File: src/hdl/lcc_pkg.sv
// Purpose: Shared constants and types for the linear charge sequencer
// Assumes: 200 MHz core clock; analog comparators report as digital levels
// Notes: Timer figures are kept in their own units and converted here
package lcc_pkg;
  // Clock and timebase
  localparam int CLK_MHZ = 200;
  localparam int TICK_MS = 1000;
  localparam int TICK_CYC = TICK_MS * 1000 * CLK_MHZ;
  // Safety timers, counted in timebase ticks (seconds)
  localparam int PRE_TIMER_MIN = 30;
  localparam int PRE_TIMER_S = PRE_TIMER_MIN * 60;
  localparam int FAST_TIMER_HR = 10;
  localparam int FAST_TIMER_S = FAST_TIMER_HR * 3600;
  localparam int BOOST_MIN = 1;
  localparam int BOOST_S = BOOST_MIN * 60;
  localparam int SEC_W = 17;
  // Qualification charge and battery-detect settle windows
  localparam int QUAL_US = 10;
  localparam logic [11:0] QUAL_CYC = 12'(QUAL_US * CLK_MHZ);
  localparam int DET_US = 5;
  localparam logic [11:0] DET_CYC = 12'(DET_US * CLK_MHZ);
  // Pre-charge and termination defaults for an open programming pin
  localparam logic [6:0] TERM_DEF_PCT = 7'h0A;
  // Warm-zone regulation limits in mV, zero means full regulation
  localparam logic [12:0] WARM_VREG_STD_MV = 13'h1004;
  localparam logic [12:0] WARM_VREG_HV_MV = 13'h1068;
  localparam logic [12:0] VREG_FULL = 13'h0000;
  // Wishbone register map
  localparam logic [7:0] ADDR_CTRL = 8'h00;
  localparam logic [7:0] ADDR_STAT = 8'h04;
  localparam logic [7:0] ADDR_TIME = 8'h08;
  localparam int CTRL_INHIBIT_BIT = 0;
  localparam logic CTRL_INHIBIT_RST = 1'b0;
  localparam int STAT_STATE_LSB = 0;
  localparam int STAT_TIMER_TERMINATION_DISABLE_MODE_BIT = 4;
  localparam int STAT_TEMPF_BIT = 5;
  localparam int STAT_PG_BIT = 6;
  localparam int STAT_FIRST_BIT = 7;
  localparam int STAT_ABSENT_BIT = 8;

  typedef enum logic [3:0] {
    ST_OFF, ST_QUAL, ST_PRE, ST_FAST, ST_CV, ST_DETECT, ST_DONE,
    ST_TIMEOUT, ST_SHORT, ST_DISABLED, ST_SLEEP
  } lcc_state_t;

  // Comparator levels arriving from the analog side
  typedef struct packed {
    logic uvlo_ok;
    logic in_gt_out;
    logic ovp;
    logic foldback;
    logic thermal_reg;
    logic fast_current_program_pin_short;
    logic cur_ge_50;
    logic lowv_ok;
    logic above_rch;
    logic at_term;
    logic batt_present;
    logic ts_low;
    logic ts_high;
    logic below0;
    logic below10;
    logic above45;
    logic above60;
    logic preterm_open;
    logic [6:0] preterm_pct;
  } lcc_pins_t;
endpackage

File: src/hdl/lcc_tmr_if.sv
// Purpose: Link between the sequencer and its safety timer
// Assumes: Both ends on core_clk_in
// Notes: Control signals are combinational from the sequencer state
interface lcc_tmr_if import lcc_pkg::*; ();
  logic clear;
  logic run;
  logic half;
  logic pre_exp;
  logic fast_exp;
  logic boost;
  logic [SEC_W-1:0] secs;
  modport ctrl (output clear, run, half, input pre_exp, fast_exp, boost, secs);
  modport timer (input clear, run, half, output pre_exp, fast_exp, boost, secs);
endinterface

File: src/hdl/lcc_ctrl.sv
// Purpose: Charge sequencer of a single-cell linear charger
// Assumes: Analog comparators arrive asynchronously as levels
// Notes: Variant straps are parameters; registers over classic Wishbone
// Operation
// RULE1 - Input foldback limits pass current
// RULE2 - Programming resistor short latches off
// RULE3 - Open pin: ten percent termination
// RULE4 - Precharge is always twice termination
// RULE5 - Precharge below 2.5 V, then fast
// RULE6 - Normal zone charges at full settings
// RULE7 - Cold zone halves charge current
// RULE8 - Warm zone lowers regulation voltage
// RULE9 - Reduced variant stops above 45 C
// RULE10 - Above 60 or below 0 disables
// RULE11 - Pin low disables, high enters TIMER_TERMINATION_DISABLE_MODE
// RULE12 - Thirty minute precharge safety timer
// RULE13 - Ten hour fast-charge safety timer
// RULE14 - Timers half rate under regulation
// RULE15 - Timer expiry terminates, releases indicator
// RULE16 - Timer reset on disable, power, TIMER_TERMINATION_DISABLE_MODE
// RULE17 - Taper at regulation runs battery detect
// RULE18 - Missing battery repeats detection
// RULE19 - Below lockout everything high impedance
// RULE20 - Power-up resets, qualifies, starts timer
// RULE21 - Sleep stops current, pauses timer
// RULE22 - Listed events start new cycle
// RULE23 - TIMER_TERMINATION_DISABLE_MODE holds timer, suppresses termination
// RULE24 - Recharge below threshold after termination
// RULE25 - Raised termination during first minute
// RULE26 - Junction limit sets thermal regulation
// RULE27 - One gated tick counter drives timers
//
// Chosen here: the address map and the Wishbone register port.
module lcc_ctrl import lcc_pkg::*; #(
  parameter bit REDUCED_ZONE = 1'b0,
  parameter bit HIGH_V = 1'b0,
  parameter bit INDICATOR = 1'b1,
  parameter logic [31:0] TICK_CYC_P = TICK_CYC,
  parameter logic [SEC_W-1:0] PRE_S_P = SEC_W'(PRE_TIMER_S),
  parameter logic [SEC_W-1:0] FAST_S_P = SEC_W'(FAST_TIMER_S),
  parameter logic [SEC_W-1:0] BOOST_S_P = SEC_W'(BOOST_S)
) (
  input wire logic core_clk_in, // Core clock
  input wire logic rst_in, // Synchronous reset
  input wire logic uvlo_ok_in, // Input above lockout
  input wire logic in_gt_out_in, // Input above output plus offset
  input wire logic ovp_in, // Input overvoltage
  input wire logic input_voltage_foldback_in, // At foldback_voltage_threshold
  input wire logic thermal_reg_in, // Junction at regulation limit
  input wire logic fast_current_program_pin_short_in, // fast_current_program_pin reads short
  input wire logic cur_ge_50_in, // Output current at least 50 mA
  input wire logic lowv_ok_in, // Battery at or above 2.5 V
  input wire logic above_rch_in, // Output above recharge_threshold
  input wire logic at_term_in, // Current tapered to termination
  input wire logic batt_present_in, // Battery detect result
  input wire logic ts_low_in, // thermistor_sense_pin pulled low
  input wire logic ts_high_in, // thermistor_sense_pin high or open
  input wire logic below0_in, // Battery below 0 C
  input wire logic below10_in, // Battery below 10 C
  input wire logic above45_in, // Battery above 45 C
  input wire logic above60_in, // Battery above 60 C
  input wire logic preterm_open_in, // Programming pin left open
  input wire logic [6:0] preterm_pct_in, // Programmed termination percent
  input wire logic wb_cyc_i, // Wishbone cycle
  input wire logic wb_stb_i, // Wishbone strobe
  input wire logic wb_we_i, // Wishbone write enable
  input wire logic [7:0] wb_adr_i, // Wishbone byte address
  input wire logic [3:0] wb_sel_i, // Wishbone byte selects
  input wire logic [31:0] wb_dat_i, // Wishbone write data
  output logic wb_ack_o, // Wishbone acknowledge
  output logic [31:0] wb_dat_o, // Wishbone read data
  output logic charge_en_out, // Pass device enabled
  output logic qual_charge_out, // 22 mA qualification current
  output logic halve_current_out, // Half programmed current
  output logic [12:0] vreg_limit_mv_out, // Warm regulation cap, 0 full
  output logic [6:0] term_pct_out, // Termination percent
  output logic [7:0] pre_pct_out, // Precharge percent
  output logic foldback_limit_out, // Foldback current reduction
  output logic thermal_limit_out, // Thermal current reduction
  output logic charge_indicator_output_oe_out, // Indicator pulls low
  output logic power_good_out, // Power good
  output logic hiz_out, // All pins high impedance
  output logic batt_detect_out, // Battery detect running
  output logic term_boost_out, // Termination threshold raised
  output logic [3:0] phase_out // Sequencer state
);
  typedef struct packed {
    lcc_pins_t s1;
    lcc_pins_t s2;
    lcc_state_t st;
    lcc_state_t resume;
    logic timer_termination_disable_mode;
    logic absent_seen;
    logic first;
    logic [11:0] cnt;
    logic inhibit;
    logic wb_ack;
    logic [31:0] wb_dat;
    logic charge_en;
    logic qual;
    logic halve;
    logic [12:0] vreg_mv;
    logic [6:0] term_pct;
    logic [7:0] pre_pct;
    logic fold_lim;
    logic therm_lim;
    logic ind_oe;
    logic pg;
    logic hiz;
    logic detect;
    logic boost;
  } lcc_ctrl_t;
  lcc_ctrl_t r;
  lcc_ctrl_t n;
  lcc_pins_t pins;
  lcc_pins_t p;
  logic temp_fault;
  logic charging;
  logic timing;
  logic short_hit;
  logic disable_req;
  logic new_cyc;
  logic wb_req;
  logic [6:0] term_sel;

  lcc_tmr_if tmr ();

  lcc_timer #(
    .TICK_CYC_P(TICK_CYC_P),
    .PRE_S_P(PRE_S_P),
    .FAST_S_P(FAST_S_P),
    .BOOST_S_P(BOOST_S_P)
  ) u_timer (
    .core_clk_in(core_clk_in),
    .rst_in(rst_in),
    .tmr(tmr)
  );

  // Pin bundle; every level passes two flops before use
  assign pins = '{uvlo_ok: uvlo_ok_in, in_gt_out: in_gt_out_in, ovp: ovp_in,
    foldback: input_voltage_foldback_in, thermal_reg: thermal_reg_in,
    fast_current_program_pin_short: fast_current_program_pin_short_in, cur_ge_50: cur_ge_50_in, lowv_ok: lowv_ok_in,
    above_rch: above_rch_in, at_term: at_term_in, batt_present: batt_present_in,
    ts_low: ts_low_in, ts_high: ts_high_in, below0: below0_in, below10: below10_in,
    above45: above45_in, above60: above60_in, preterm_open: preterm_open_in,
    preterm_pct: preterm_pct_in};
  assign p = r.s2;

  // Derived conditions from synchronised levels and state
  assign temp_fault = p.below0 | p.above60 | (REDUCED_ZONE & p.above45); // RULE10 RULE9
  assign disable_req = p.ts_low | r.inhibit; // RULE11
  assign charging = r.st inside {ST_QUAL, ST_PRE, ST_FAST, ST_CV, ST_DETECT};
  assign timing = r.st inside {ST_PRE, ST_FAST, ST_CV, ST_DETECT};
  assign short_hit = charging & p.fast_current_program_pin_short & p.cur_ge_50; // RULE2
  assign term_sel = p.preterm_open ? TERM_DEF_PCT : p.preterm_pct; // RULE3
  assign wb_req = wb_cyc_i & wb_stb_i;

  // Timer steering; clear in off, qualification, disabled and short states or in TIMER_TERMINATION_DISABLE_MODE
  assign tmr.clear = (r.st inside {ST_OFF, ST_QUAL, ST_DISABLED, ST_SHORT}) | r.timer_termination_disable_mode; // RULE16 RULE23
  assign tmr.run = timing & ~p.ovp & ~temp_fault & p.in_gt_out; // RULE27 RULE21
  assign tmr.half = p.foldback | p.thermal_reg; // RULE14 RULE26

  // Sequencer, output and register next state
  always_comb begin
    n = r;
    new_cyc = 1'b0;
    n.s1 = pins;
    n.s2 = r.s1;
    n.timer_termination_disable_mode = p.ts_high & p.uvlo_ok; // RULE11
    if (!p.uvlo_ok) begin
      n.st = ST_OFF; // RULE19
      n.first = 1'b0;
      n.absent_seen = 1'b0;
    end else if (r.st == ST_OFF) begin
      new_cyc = 1'b1; // RULE20 RULE22
    end else if (short_hit) begin
      n.st = ST_SHORT; // RULE2
    end else if (disable_req) begin
      n.st = ST_DISABLED; // RULE11
    end else if (r.st == ST_SHORT) begin
      n.st = ST_SHORT; // RULE2
    end else if (r.st == ST_DISABLED) begin
      new_cyc = 1'b1; // RULE22
    end else if (r.st == ST_SLEEP) begin
      if (p.in_gt_out) begin
        n.st = r.resume; // RULE21
      end
    end else if (!p.in_gt_out) begin
      n.resume = r.st; // RULE21
      n.st = ST_SLEEP;
    end else if (r.timer_termination_disable_mode && !p.ts_high) begin
      new_cyc = 1'b1; // RULE22
    end else begin
      case (r.st)
        ST_QUAL: begin
          n.cnt = r.cnt + 12'h001;
          if (r.cnt == QUAL_CYC - 12'h001) begin
            n.st = p.lowv_ok ? ST_FAST : ST_PRE; // RULE20 RULE5
          end
        end
        ST_PRE: begin
          if (tmr.pre_exp && !r.timer_termination_disable_mode) begin
            n.st = ST_TIMEOUT; // RULE12 RULE15
          end else if (p.lowv_ok) begin
            n.st = ST_FAST; // RULE5
          end
        end
        ST_FAST: begin
          if (tmr.fast_exp && !r.timer_termination_disable_mode) begin
            n.st = ST_TIMEOUT; // RULE13 RULE15
          end else if (p.above_rch) begin
            n.st = ST_CV;
          end
        end
        ST_CV: begin
          if (tmr.fast_exp && !r.timer_termination_disable_mode) begin
            n.st = ST_TIMEOUT; // RULE15
          end else if (p.at_term && !r.timer_termination_disable_mode) begin
            n.st = ST_DETECT; // RULE17 RULE23
            n.cnt = '0;
          end
        end
        ST_DETECT: begin
          n.cnt = r.cnt + 12'h001;
          if (r.timer_termination_disable_mode) begin
            n.st = ST_CV; // RULE17
          end else if (r.cnt == DET_CYC - 12'h001) begin
            n.cnt = '0;
            if (!p.batt_present) begin
              n.absent_seen = 1'b1; // RULE18
              n.first = 1'b0;
            end else if (r.absent_seen) begin
              new_cyc = 1'b1; // RULE22
            end else begin
              n.st = ST_DONE; // RULE17
              n.first = 1'b0;
            end
          end
        end
        ST_DONE: begin
          if (!p.above_rch) begin
            new_cyc = 1'b1; // RULE24
          end
        end
        ST_TIMEOUT: n.first = 1'b0; // RULE15
        default: n.st = ST_OFF;
      endcase
    end
    // Restart after any trigger; timer stays clear through qualification
    if (new_cyc) begin
      n.st = ST_QUAL;
      n.cnt = '0;
      n.first = 1'b1;
      n.absent_seen = 1'b0;
    end
    // Registered outputs; one cycle behind the state
    n.charge_en = charging & ~temp_fault & ~p.ovp; // RULE6 RULE10 RULE21
    n.qual = (r.st == ST_QUAL) & ~p.ovp; // RULE20
    n.halve = p.below10 & ~p.below0; // RULE7 RULE9
    n.vreg_mv = VREG_FULL;
    if (p.above45 && !p.above60 && !REDUCED_ZONE) begin
      n.vreg_mv = HIGH_V ? WARM_VREG_HV_MV : WARM_VREG_STD_MV; // RULE8
    end
    n.term_pct = term_sel; // RULE3
    n.pre_pct = {term_sel, 1'b0}; // RULE4
    n.fold_lim = p.foldback & charging; // RULE1
    n.therm_lim = p.thermal_reg & charging; // RULE26
    // Indicator dark in sleep and overvoltage but remembers first charge
    n.ind_oe = INDICATOR & r.first & p.uvlo_ok & p.in_gt_out & ~p.ovp; // RULE15
    n.pg = p.uvlo_ok & p.in_gt_out & ~p.ovp; // RULE20
    n.hiz = ~p.uvlo_ok; // RULE19
    n.detect = r.st == ST_DETECT; // RULE17
    n.boost = charging & tmr.boost & ~r.timer_termination_disable_mode; // RULE25
    // Wishbone: ack one cycle after request, write commits on the ack edge
    n.wb_ack = wb_req & ~r.wb_ack;
    if (wb_req && r.wb_ack && wb_we_i && wb_adr_i == ADDR_CTRL && wb_sel_i[0]) begin
      n.inhibit = wb_dat_i[CTRL_INHIBIT_BIT];
    end
    if (wb_req && !r.wb_ack) begin
      n.wb_dat = '0;
      case (wb_adr_i)
        ADDR_CTRL: n.wb_dat[CTRL_INHIBIT_BIT] = r.inhibit;
        ADDR_STAT: begin
          n.wb_dat[STAT_STATE_LSB +: 4] = r.st;
          n.wb_dat[STAT_TIMER_TERMINATION_DISABLE_MODE_BIT] = r.timer_termination_disable_mode;
          n.wb_dat[STAT_TEMPF_BIT] = temp_fault;
          n.wb_dat[STAT_PG_BIT] = r.pg;
          n.wb_dat[STAT_FIRST_BIT] = r.first;
          n.wb_dat[STAT_ABSENT_BIT] = r.absent_seen;
        end
        ADDR_TIME: n.wb_dat[SEC_W-1:0] = tmr.secs;
        default: n.wb_dat = '0;
      endcase
    end
  end

  // Whole state in one register; reset holds the pins dark
  always_ff @(posedge core_clk_in) begin
    if (rst_in) begin
      r <= '0;
      r.inhibit <= CTRL_INHIBIT_RST;
      r.hiz <= 1'b1;
    end else begin
      r <= n;
    end
  end

  assign wb_ack_o = r.wb_ack;
  assign wb_dat_o = r.wb_dat;
  assign charge_en_out = r.charge_en;
  assign qual_charge_out = r.qual;
  assign halve_current_out = r.halve;
  assign vreg_limit_mv_out = r.vreg_mv;
  assign term_pct_out = r.term_pct;
  assign pre_pct_out = r.pre_pct;
  assign foldback_limit_out = r.fold_lim;
  assign thermal_limit_out = r.therm_lim;
  assign charge_indicator_output_oe_out = r.ind_oe;
  assign power_good_out = r.pg;
  assign hiz_out = r.hiz;
  assign batt_detect_out = r.detect;
  assign term_boost_out = r.boost;
  assign phase_out = r.st;
endmodule

File: src/hdl/lcc_timer.sv
// Purpose: Single tick counter behind both safety timers and the boost minute
// Assumes: Clear has priority over run
// Notes: Half rate skips every other tick rather than stretching the prescaler
module lcc_timer import lcc_pkg::*; #(
  parameter logic [31:0] TICK_CYC_P = TICK_CYC,
  parameter logic [SEC_W-1:0] PRE_S_P = SEC_W'(PRE_TIMER_S),
  parameter logic [SEC_W-1:0] FAST_S_P = SEC_W'(FAST_TIMER_S),
  parameter logic [SEC_W-1:0] BOOST_S_P = SEC_W'(BOOST_S)
) (
  input wire logic core_clk_in, // Core clock
  input wire logic rst_in, // Synchronous reset
  lcc_tmr_if.timer tmr // Sequencer link
);
  typedef struct packed {
    logic [31:0] presc;
    logic slow;
    logic [SEC_W-1:0] secs;
    logic pre_exp;
    logic fast_exp;
    logic boost;
  } lcc_tmr_t;
  lcc_tmr_t r;
  lcc_tmr_t n;

  // Prescaler, half-rate gate and saturating seconds
  always_comb begin
    n = r;
    if (tmr.clear) begin
      n.presc = '0; // RULE16
      n.slow = 1'b0;
      n.secs = '0;
    end else if (tmr.run) begin // RULE27
      if (r.presc == TICK_CYC_P - 32'h1) begin
        n.presc = '0;
        n.slow = tmr.half ? ~r.slow : 1'b0;
        if ((!tmr.half || r.slow) && r.secs != FAST_S_P) begin // RULE14
          n.secs = r.secs + SEC_W'(1);
        end
      end else begin
        n.presc = r.presc + 32'h1;
      end
    end
    n.pre_exp = r.secs >= PRE_S_P; // RULE12
    n.fast_exp = r.secs >= FAST_S_P; // RULE13
    n.boost = r.secs < BOOST_S_P; // RULE25
  end

  // State register
  always_ff @(posedge core_clk_in) begin
    if (rst_in) begin
      r <= '0;
    end else begin
      r <= n;
    end
  end

  assign tmr.pre_exp = r.pre_exp;
  assign tmr.fast_exp = r.fast_exp;
  assign tmr.boost = r.boost;
  assign tmr.secs = r.secs;
endmodule

File: config.mk
export PLATFORM = sky130hd
export DESIGN_NAME = lcc_ctrl
export DESIGN_NICKNAME = d
export VERILOG_FILES = /design/src/hdl/lcc_pkg.sv /design/src/hdl/lcc_tmr_if.sv /design/src/hdl/lcc_ctrl.sv /design/src/hdl/lcc_timer.sv
export SDC_FILE = /design/constraint.sdc
export NUM_CORES = 1
export LEC_CHECK = 0
export BUFFER_PORTS_ARGS = -buffer_cell sky130_fd_sc_hd__buf_2
export CORE_AREA = 2 2 162 164
export DETAILED_ROUTE_END_ITERATION = 16
export DIE_AREA = 0 0 164 166
export GPL_TIMING_DRIVEN = 1
export SETUP_SLACK_MARGIN = 0.05
export SLEW_MARGIN = 20
export SYNTH_ARGS = -nofsm -noshare
export SYNTH_HDL_FRONTEND = slang
export SYNTH_HIERARCHICAL = 1
export SYNTH_SLANG_ARGS = --single-unit
File: constraint.sdc
create_clock -name core_clk_in -period 5.38 [get_ports core_clk_in]
set_clock_uncertainty 0.2 [all_clocks]
set_input_delay 0.269 -clock core_clk_in [delete_from_list [all_inputs] [get_ports core_clk_in]]
set_output_delay 0.269 -clock core_clk_in [all_outputs]
set_load 0.05 [all_outputs]
Yosys cells after proc, flatten, opt, wreduce, memory -nomap -nowiden
Cells that the tools add are included.
- bits in registers: 176
- input port bits: 74
- output and inout bits: 75
- logic and storage cells: 267
- add/subtract/negate cells: 3
- order comparisons: 3
- eq/ne operators: 50
- multiplexer cells: 69
- bitwise operators: 40
- reduce and logical (&&, ||, !) cells: 35
- operators by type and width (cell ; count):
    two-way mux 13 bit ; 12
    two-way mux 4 bit ; 22
    two-way mux 12 bit ; 3
    case mux 12 bit (3 select lines) ; 1
    AND reduction 12 bit ; 3
    adder 32 x 1 -> 32 bit (second input constant) ; 1
    equality test 32 x 28 -> 1 bit (second input constant) ; 1
    two-way mux 32 bit ; 1
    inequality test 8 x 4 -> 1 bit (second input constant) ; 3
    case mux 4 bit (6 select lines) ; 1
    AND reduction 11 bit ; 2
    bitwise AND 1 bit ; 21
    two-way mux 1 bit ; 21
    inequality test 10 x 5 -> 1 bit (second input constant) ; 2
    inequality test 10 x 7 -> 1 bit (second input constant) ; 2
    adder 17 x 1 -> 17 bit (second input constant) ; 1
    greater-or-equal comparator 17 x 11 -> 1 bit (second input constant) ; 1
    greater-or-equal comparator 17 x 16 -> 1 bit (second input constant) ; 1
    < comparator 17 x 6 -> 1 bit (second input constant) ; 1
    inequality test 17 x 16 -> 1 bit (second input constant) ; 1
    equality test 4 x 3 -> 1 bit (second input constant) ; 4
    two-way mux 8 bit ; 2
    inequality test 8 x 3 -> 1 bit (second input constant) ; 2
    inequality test 8 x 5 -> 1 bit (second input constant) ; 2
    other kinds (44) ; 89

Depth between registers and ports, before layout
Gate-level depths: netlist (run 1).
- depth after elaboration: 16
- depth in mapped cells: 15
- gate-level depth less buffers: 8

Cells and area by module
Netlist (run 1), hierarchy kept.
- by module, submodules not included (module ; times used ; cells an instance ; area an instance (µm²) ; sequential area each (µm²)):
    lcc_ctrl ; 1 ; 538 ; 4908.5 ; 2202.1
    lcc_timer ; 1 ; 319 ; 2658.8 ; 1061.0

Worst setup path after synthesis (run 1)
OpenSTA, ideal clock, no wires.
- path type: register to register
- from: reg r (netlist bit phase_out[1])
- to: reg u_timer.r (netlist bit u_timer/tmr.secs[14])
- library setup time: 0.071 ns
- arrival time: 3.328 ns
- data required time: 5.109 ns
- path slack: 1.781 ns
- cell stages (with the launch flop): 13
- buffers on the path: 4
- period minus slack after synthesis: 3.599 ns
- cells stage by stage: dfxtp_1 > buf_4 > clkbuf_1 > xor2_1 > nand2_1 > nor4_1 > buf_2 > nand4_4 > or4_1 > or4_1 > buf_2 > or4_1 > a21oi_1
- word-level cells in the longest chain between the ends: 6
- elaborated cells on any way between the ends: 16
- classes of those cells: eq/ne (7); bitwise (4); reduce/logical (5)
- ends and longest elaborated chain (item ; RTL line ; source):
    from (decl) ; lcc_ctrl.sv:113 ; lcc_ctrl_t r;
    from (signal assigned) ; lcc_ctrl.sv:304 ; r <= n;
    equality test 4 x 2 -> 1 bit or equality test 4 x 3 -> 1 bit (tied branches) ; lcc_ctrl.sv:153 ; assign timing = r.st inside {ST_PRE, ST_FAST, ST_CV, ST_DETECT};
    nonzero test 4 bit * ; lcc_ctrl.sv:153 ;
    bitwise AND 1 bit * (3 in series) ; lcc_ctrl.sv:160 ; assign tmr.run = timing & ~p.ovp & ~temp_fault & p.in_gt_out;
    named net tmr.run ; lcc_tmr_if.sv:6 ; logic run;
    AND reduction 3 bit (no source line) * ; -- ;
    to (signal assigned) ; lcc_timer.sv:53 ; r <= n;
    to (decl) ; lcc_timer.sv:22 ; lcc_tmr_t r;
The timed path passes the listed nets; every way through them passes the cells marked *.
A chain may end at the register's enable or synchronous reset.

Worst setup path in the final report (run 1)
- from: reg r (netlist bit phase_out[3])
- to: reg u_timer.r (netlist bit u_timer/tmr.secs[14])
The elaborated chain is that of the path after synthesis.

==> flow_summary.yaml, run 1 <==
drt:
  firstDrtPassIters: 5
  initialDrtViolationCount: 329
  vias: 5882
  vias_per_cell: 4.70
  wl_per_cell_um: 13.5
  ant_nets: 0
  drc: 0
  wl_mm: 16.9
sta:
  rsz0062_at_grt: "false"
  finalCritPeriodShare_pct: 73.9
  fin_ws_ns: 1.40
  setup_viol: 0
  fmax_mhz: 251
  tightest_slew_ns: 1.00
  fin_crit_ns: 3.98
  hold_viol: 0
  final_max_slew_viol_count: 0
  maxSlewHeadroom_pct: 32.8
  tns_ns: 0
placed_design:
  place_ws_ns: 1.47
  routabilityCongestion: 0.864
  dp_hpwl_mm: 11.3
  io_buffers: 87
  postPlaceCellArea_sq_um: 7780
yosys:
  netlist-cell-type-count: 76
  ys_seq_elements: 163
  syn_area_sq_um: 7570
  synth_flop_cell: "dfxtp_1"
  yosysSeqAreaShare_pct: 43.1
  yosys_warnings: 6
  syn_inst: 857
  synth_edf_count: 0
  async_reset_ff_share_pct: 0
  syn_avg_cell_area_sq_um: 8.83
setup_path:
  crit_path_end_kind: "flip-flop"
  crit_path_max_fanout: 26
  cp.required_ns: 5.53
  endpoint: "u_timer/tmr.secs[14]$_SDFFE_PP0P_"
  critPathKind: "reg -> reg"
  reg2reg_from: "phase_out[3]$_SDFFE_PP0P_"
  worstReg2RegEnd: "u_timer/tmr.secs[14]$_SDFFE_PP0P_"
  cp-startpoint: "phase_out[3]$_SDFFE_PP0P_"
  r2r_cells: 9
  arrival_ns: 4.13
  worst_setup_path_start_kind: "flip-flop"
  reg2reg_setup_slack_ns: 1.40
floorplan:
  die_w_um: 164
  start_util_pct: 29.5
  die_h_um: 166
  dieArea_sq_um: 27200
  num_rows: 59
  io_pins: 149
  coreArea_sq_um: 25600
cells_and_area:
  syn_to_final_growth_pct: 13.9
  layout_commonest_cell: "dfxtp_1"
  layout_common_cells: "dfxtp_1, nor2_1, buf_2"
  final_util_pct: 33.7
  antenna_cells: 0
  nNetsFinal: 981
  layout-drive-gt1-share_pct: 17.0
  fin_area_sq_um: 8620
global_routing:
  gr-usage-met3_pct: 2.77
  grt_max_degree: 91
  grtUsageTotal_pct: 12.8
  antenna_found_initial: 1
  grt-busiest-layer: "met2"
  use_met2_pct: 20.5
  grt_pass1_vias: 5601
  grt_overflow_total: 0
  grt_pass1_wl_mm: 28.1
  use_met1_pct: 16.6
power_and_ir_drop:
  powerDensity_nw_per_um2: 303
  ir_drop_mv: 0.173
  finalPower_w: 0.00261
  p_leak_nw: 3.10
outcome:
  status: "complete, no violations"
clock_network:
  post_cts_resized: 0
  clk_pin_slew_ns: 0.07
  numCtsBuffers: 17
  clock-sinks: 163
  cts_tree: "done"
  cts_root_buf: "clkbuf_16"
  cts-htree-levels: 4
  post_cts_buffers: 0
  worst_skew_pair.late_latency_ns: 0.43
  cts_buffer_depth: 2
  cts_hold_buf: 26
min_path:
  hold_class: "in -> reg"
flow_run:
  maxCapViolCount: 0
[synthesized netlist by cell type (4+ instances only)]
library cell | instances | area [sq um]
a21oi_1 | 46 | 230
a221oi_1 | 7 | 61.3
and2_1 | 13 | 81.3
and3_1 | 5 | 31.3
and4_1 | 6 | 52.6
buf_2 | 8 | 40.0
buf_4 | 85 | 638
clkbuf_1 | 21 | 78.8
dfxtp_1 | 163 | 3260
ha_1 | 4 | 50.1
inv_1 | 16 | 60.1
mux2i_1 | 10 | 100
nand2_1 | 46 | 173
nand2b_1 | 5 | 31.3
nand3_1 | 32 | 160
nand4_1 | 21 | 131
nand4b_1 | 4 | 35.0
nor2_1 | 90 | 338
nor2b_1 | 56 | 350
nor3_1 | 26 | 130
nor3b_1 | 6 | 45.0
nor4_1 | 13 | 81.3
nor4b_1 | 5 | 43.8
o21ai_0 | 21 | 105
o21ai_1 | 5 | 25.0
o31ai_1 | 9 | 67.6
or2_2 | 7 | 43.8
or3_1 | 15 | 93.8
or4_1 | 11 | 82.6
xnor2_1 | 11 | 96.3
xor2_1 | 26 | 228
[worst min path at each step]
stage / cells past startpoint / startpoint / endpoint
2_1_floorplan: 1 / rst_in / u_timer/tmr.pre_exp$_SDFF_PP0_
3_3_place_gp: 1 / p[11]$_SDFF_PP0_ / halve_current_out$_SDFF_PP0_
3_5_place_dp: 1 / p[11]$_SDFF_PP0_ / halve_current_out$_SDFF_PP0_
4_1_cts: 4 / wb_adr_i[3] / r[71]$_SDFFE_PP0P_
5_1_grt: 4 / wb_adr_i[3] / r[71]$_SDFFE_PP0P_
6_report: 4 / wb_adr_i[3] / r[71]$_SDFFE_PP0P_
[cell type report]
cell class                 instances  area [sq um]
sequential                       163          3260
fill                            2624         17000
tap                              335           419
timing repair buffer             119           743
multi-input combinational        586          3550
clock buffer                      18           439
inverter                          16          60.1
clock inverter                    14           141
[stage by stage]
stage | instances | hold WS (ns)
6_report | 1251 | 0.0575
2_1_floorplan | 883 | 0.138
3_3_place_gp | 1193 | 0.207
3_5_place_dp | 1193 | 0.211
5_1_grt | 1251 | 0.0874
4_1_cts | 1251 | 0.0440
[routing by layer]
metal  up-vias  part of all wire, %
met2       170                   45
met4         0                  2.0
met3        18                  5.4
met5         -                    0
met1      2717                   47
li1       2977                    -
[kinds of logic (layout without fill, tap and decap cells)]
family / after synthesis / in the layout / synth area share [%]
buffers and inverters: 134 / 167 / 11.3
XOR/XNOR: 37 / 37 / 4.28
multiplexers: 10 / 10 / 1.32
AND/OR/NAND/NOR: 382 / 382 / 27.9
flip-flops: 163 / 163 / 43.1
AO/OA/AOI/OAI: 126 / 126 / 11.3
other: 1 / 27 / 0.0496
adder cells (fa/ha/maj): 4 / 4 / 0.661
[registers in the layout, indices dropped and copies added, names as in the netlist, 4 cells and up]
signal,flops
u_timer/r,33
n,25
p,25
r,20
u_timer/tmr.secs,17
wb_dat_o,17
pre_pct_out,7
phase_out,4
[power breakdown]
part | leakage (nW) | internal [W] | switching (W)
Clock | 0.284 | 0.000665 | 0.000535
Combinational | 1.49 | 0.0000524 | 0.000119
Sequential | 1.33 | 0.00123 | 0.0000118
[critical path, stage by stage, from the launching register on]
cell     delay (ns)
dfxtp_1        0.53
inv_1          0.31
nand2_1        0.12
nor4_1         0.20
buf_4          0.21
nand4_4        0.13
or4_1          0.54
or4_1          0.89
or4_1          0.62
a21oi_1        0.15
No activity file was read; power rests on OpenSTA's default activity.
==> run 2, diff against run 1 <==
==> constraint.sdc (replaced) <==
create_clock -name core_clk_in -period 3.8 [get_ports core_clk_in]
set_clock_uncertainty 0.2 [all_clocks]
set_input_delay 0.19 -clock core_clk_in [delete_from_list [all_inputs] [get_ports core_clk_in]]
set_output_delay 0.19 -clock core_clk_in [all_outputs]
set_load 0.05 [all_outputs]
==> flow_summary.yaml, run 2 (synthesis results as in run 1) <==
sta:
  finalCritPeriodShare_pct: 89.4
  setup_viol: 0
  fin_crit_ns: 3.40
  rsz0062_at_grt: "false"
  maxSlewHeadroom_pct: 35.5
  tightest_slew_ns: 0.961
  fmax_mhz: 294
  tns_ns: 0
  final_max_slew_viol_count: 0
  fin_ws_ns: 0.401
  hold_viol: 0
clock_network:
  numCtsBuffers: 17
  cts_tree: "done"
  worst_skew_pair.late_latency_ns: 0.42
  cts_root_buf: "clkbuf_16"
  clock-sinks: 163
  cts-htree-levels: 4
  cts_buffer_depth: 2
  clk_pin_slew_ns: 0.07
  post_cts_buffers: 0
cells_and_area:
  layout_commonest_cell: "dfxtp_1"
  nNetsFinal: 990
  layout-drive-gt1-share_pct: 17.5
  layout_common_cells: "dfxtp_1, nor2_1, buf_2"
  largest_reg_flops: 33
  syn_to_final_growth_pct: 15.6
  top_register: "u_timer/r"
  antenna_cells: 0
floorplan:
  die_h_um: 166
  io_pins: 149
  coreArea_sq_um: 25600
  die_w_um: 164
  num_rows: 59
  dieArea_sq_um: 27200
  start_util_pct: 29.5
global_routing:
  grtUsageTotal_pct: 12.8
  antenna_found_initial: 1
  grt_overflow_total: 0
  grt_pass1_vias: 5526
  grt_pass1_wl_mm: 28.2
  grt_max_degree: 46
setup_path:
  reg2reg_setup_slack_ns: 0.40
  critPathMaxStageDelay_ns: 0.62
  endpoint: "u_timer/tmr.secs[7]$_SDFFE_PP0P_"
  worst_setup_path_start_kind: "flip-flop"
  r2r_cells: 9
  reg2reg_from: "p[8]$_SDFF_PP0_"
  cp_slowest_cell: "or4_4"
  cp.required_ns: 3.94
  crit_path_end_kind: "flip-flop"
  critPathKind: "reg -> reg"
  crit_top_cell: "buf_4"
  arrival_ns: 3.54
  worstReg2RegEnd: "u_timer/tmr.secs[7]$_SDFFE_PP0P_"
  path_cells: "or2_2 > nor4_1 > buf_4 > nand4_4 > or4_1 > or4_4 > buf_4 > or3_1 > a21oi_1"
  crit_path_max_fanout: 14
  cp-startpoint: "p[8]$_SDFF_PP0_"
drt:
  initialDrtViolationCount: 379
  wl_met1_mm: 8.11
  met3WireLength_um: 906
  firstDrtPassIters: 4
  wl_mm: 17.0
  vias_per_cell: 4.71
  wl_per_cell_um: 13.5
  vias: 5926
  wl_met2_mm: 7.77
  ant_nets: 0
  dr.max_layer_used: "met4"
  drc: 0
placed_design:
  io_buffers: 87
  place_ws_ns: 0.261
  routabilityCongestion: 0.868
  dp_hpwl_mm: 11.6
power_and_ir_drop:
  ir_drop_mv: 0.238
  finalPower_w: 0.00384
  powerDensity_nw_per_um2: 439
  p_leak_nw: 3.16
outcome:
  status: "complete, no violations"
min_path:
  hold_class: "in -> reg"
flow_run:
  maxCapViolCount: 0
-- run 2: changes by cell type in the layout (fill, tap and decap cells not counted), moves of 2 or more --
| cell | before | now |
|---|---|---|
| buf_4 | 7 | 14 |
| bufinv_16 | 1 | 4 |
| inv_6 | 5 | 2 |
| inv_8 | 3 | 0 |
| dlygate4sd3_1 | 26 | 28 |
-- run 2: area by class of cell --
cell class              count  area [sq um]
fillers                  2637         16900
multi-input cells         586          3560
flip-flops and latches    163          3260
repair buffers            128           816
clock buffers              20           457
well taps                 335           419
clock inverters            11           174
inverters                  16          60.1
-- run 2: what timing repair did --
| action | CTS | global route |
|---|---|---|
| hold buffers | 28 | 0 |
| resized for setup | 0 | 1 |
| endpoints found under the hold margin | 29 | 0 |
| endpoints found under the setup margin | 0 | 3 |
-- run 2: worst min-delay path by stage --
stage / startpoint / end / slack [ns] / depth (start not counted)
2_1_floorplan: rst_in / u_timer/tmr.pre_exp$_SDFF_PP0_ / 0.06 / 1
3_3_place_gp: preterm_pct_in[0] / n[95]$_SDFF_PP0_ / 0.20 / 2
3_5_place_dp: input_voltage_foldback_in / n[116]$_SDFF_PP0_ / 0.20 / 2
4_1_cts: wb_adr_i[2] / wb_dat_o[14]$_SDFFE_PP0P_ / 0.04 / 4
5_1_grt: wb_adr_i[3] / wb_dat_o[0]$_SDFFE_PP0P_ / 0.08 / 5
6_report: wb_adr_i[2] / wb_dat_o[14]$_SDFFE_PP0P_ / 0.05 / 4
-- run 2: power breakdown --
part	switching, W	total (W)	leakage (nW)	internal, W
clock	0.000698	0.00183	0.299	0.00114
sequential	0.0000161	0.00176	1.33	0.00174
combinational	0.000170	0.000246	1.53	0.0000768
-- run 2: worst max-delay path, delay by kind of cell, from the launching register on --
family	cells	cell delay (ns)
AOI/OAI and AO/OA	1	0.14
buffers and inverters	2	0.42
DFF	1	0.31
and+or+nand+nor	6	2.24
-- run 2: routing by layer --
metal,vias up,track usage (%)
met5,-,0
met2,177,20.1
met4,0,4.42
met3,14,2.77
li1,2993,-
met1,2742,17.4
-- run 2: per-stage QoR --
step	instances	utilization, %	hold WS [ns]	area [sq um]
after floorplan	883	-	0.0591	7660
after detailed placement	1200	30.6	0.202	7830
final	1259	34.1	0.0548	8750
after global placement	1200	30.6	0.197	7830
after global routing	1259	34.1	0.0832	8750
after CTS	1259	34.1	0.0380	8740
==> run 3, diff against run 2 <==
--- a/config.mk
+++ b/config.mk
@@ -6,10 +6,11 @@
 export NUM_CORES = 1
 export LEC_CHECK = 0
 export BUFFER_PORTS_ARGS = -buffer_cell sky130_fd_sc_hd__buf_2
-export CORE_AREA = 2 2 162 164
+export CORE_AREA = 2 2 121 123
 export DETAILED_ROUTE_END_ITERATION = 16
-export DIE_AREA = 0 0 164 166
+export DIE_AREA = 0 0 123 125
 export GPL_TIMING_DRIVEN = 1
+export PLACE_DENSITY = 0.78
 export SETUP_SLACK_MARGIN = 0.05
 export SLEW_MARGIN = 20
 export SYNTH_ARGS = -nofsm -noshare
==> flow_summary.yaml, run 3 (synthesis results as in run 1) <==
sta:
  maxSlewHeadroom_pct: 32.3
  finalCritPeriodShare_pct: 90.5
  tightest_slew_ns: 1.01
  final_max_slew_viol_count: 0
  hold_viol: 0
  fin_crit_ns: 3.44
  setup_viol: 0
  fmax_mhz: 291
  tns_ns: 0
  rsz0062_at_grt: "false"
global_routing:
  grt_pass1_wl_mm: 26.7
  grt_pass1_vias: 5558
  grtUsageTotal_pct: 21.5
  grt_overflow_total: 0
  antenna_found_initial: 0
  grt_max_degree: 47
cells_and_area:
  fill_cells: 1211
  top_register: "u_timer/r"
  layout_commonest_cell: "dfxtp_1"
  nNetsFinal: 989
  fin_area_sq_um: 8520
  layout-drive-gt1-share_pct: 17.5
  antenna_cells: 0
  final_cell_count_no_fill: 1108
  layout_common_cells: "dfxtp_1, nor2_1, buf_2"
  largest_reg_flops: 33
  syn_to_final_growth_pct: 12.6
floorplan:
  start_util_pct: 53.3
  die_w_um: 123
  die_h_um: 125
  coreArea_sq_um: 14200
  dieArea_sq_um: 15400
  io_pins: 149
  num_rows: 44
clock_network:
  cts_root_buf: "clkbuf_16"
  cts_buffer_depth: 2
  clock-sinks: 163
  cts-htree-levels: 4
  numCtsBuffers: 17
  post_cts_buffers: 0
  clk_pin_slew_ns: 0.07
  worst_skew_pair.late_latency_ns: 0.43
  cts_tree: "done"
setup_path:
  cp_slowest_cell: "or4_4"
  arrival_ns: 3.60
  path_cells: "or2_2 > nor4_1 > buf_4 > nand4_4 > or4_1 > or4_4 > buf_4 > or3_1 > a21oi_1"
  cp.required_ns: 3.96
  crit_top_cell: "buf_4"
  critical-path-top-delay-family: "simple AND/OR/NAND/NOR gates"
  crit_path_max_fanout: 17
  cp.depth: 9
  worst_setup_path_start_kind: "flip-flop"
  worst-path-buf-inv: 2
  crit_path_end_kind: "flip-flop"
  r2r_cells: 9
  critPathMaxStageDelay_ns: 0.63
  critPathKind: "reg -> reg"
power_and_ir_drop:
  powerDensity_nw_per_um2: 443
  p_leak_nw: 3.15
  ir_drop_mv: 0.327
  finalPower_w: 0.00377
drt:
  drc: 0
  vias_per_cell: 5.45
  firstDrtPassIters: 6
  vias: 6037
  ant_nets: 0
  wl_per_cell_um: 14.4
  initialDrtViolationCount: 586
  wl_mm: 16.0
min_path:
  hold_class: "in -> reg"
  holdPathStages: 6
outcome:
  status: "complete, no violations"
placed_design:
  io_buffers: 87
  postPlaceCellArea_sq_um: 7630
  routabilityCongestion: 0.917
  dp.cells: 1049
  dp_hpwl_mm: 10.5
flow_run:
  maxCapViolCount: 0
run 3: changes by cell type in the layout (fill, tap and decap cells not counted), sizes merged:
cell | previous run | this run
clkbuf | 20 | 17
inv | 18 | 24
clkinvlp | 3 | 1
dlygate4sd3 | 28 | 27
bufinv | 4 | 2
clkinv | 2 | 4
run 3: path summary, 6_finish.rpt:
check / startpoint / to / slack, ns
setup / recovery: p[8]$_SDFF_PP0_ / u_timer/tmr.secs[3]$_SDFFE_PP0P_ / 0.36
hold / removal: wb_adr_i[4] / wb_dat_o[0]$_SDFFE_PP0P_ / 0.06
setup reg to reg: p[8]$_SDFF_PP0_ / u_timer/tmr.secs[3]$_SDFFE_PP0P_ / 0.36
hold reg to reg: p[8]$_SDFF_PP0_ / vreg_limit_mv_out[2]$_SDFF_PP0_ / 0.21
run 3: worst reg2reg max path, delay by kind of cell (launching register included):
| family | cells | cell delay [ns] |
|---|---|---|
| buffers and inverters | 2 | 0.44 |
| and+or+nand+nor | 6 | 2.28 |
| AOI/OAI and AO/OA | 1 | 0.14 |
| DFF | 1 | 0.31 |
run 3: per-layer routing:
metal	part of all wire, %	global-route usage, %	vias up
met2	45	33.2	245
met1	47	29.1	2771
met3	6.2	4.79	31
met5	0	0	-
li1	-	-	2990
met4	2.0	8.42	0
run 3: through the flow:
step	hold WS, ns	worst slack [ns]	utilization, %
6_report	0.0594	0.359	60.0
5_1_grt	0.122	0.229	60.0
4_1_cts	0.0431	0.199	60.0
3_5_place_dp	0.201	0.187	53.7
3_3_place_gp	0.197	0.234	53.7
2_1_floorplan	0.0591	0.201	-
run 3: where the power goes:
group | switching, W | internal, W | leakage, nW
clock | 0.000771 | 0.00100 | 0.298
sequential | 0.0000158 | 0.00174 | 1.33
combinational | 0.000167 | 0.0000748 | 1.53
total | 0.000954 | 0.00282 | 3.15
run 3: layout make-up:
cell class,instances,area [sq um],area share (%)
clock buffers,17,425,4.99
clock inverters,15,188,2.20
inverters,16,60.1,0.705
multi-input cells,586,3550,41.7
flip-flops and latches,163,3260,38.3
well taps,184,230,2.70
repair buffers,127,803,9.43
run 3: what timing repair did:
action,4_1_cts,5_1_grt
endpoints found under the setup margin,0,2
hold endpoints to repair,26,0
hold buffers,27,0
resized for setup,0,1
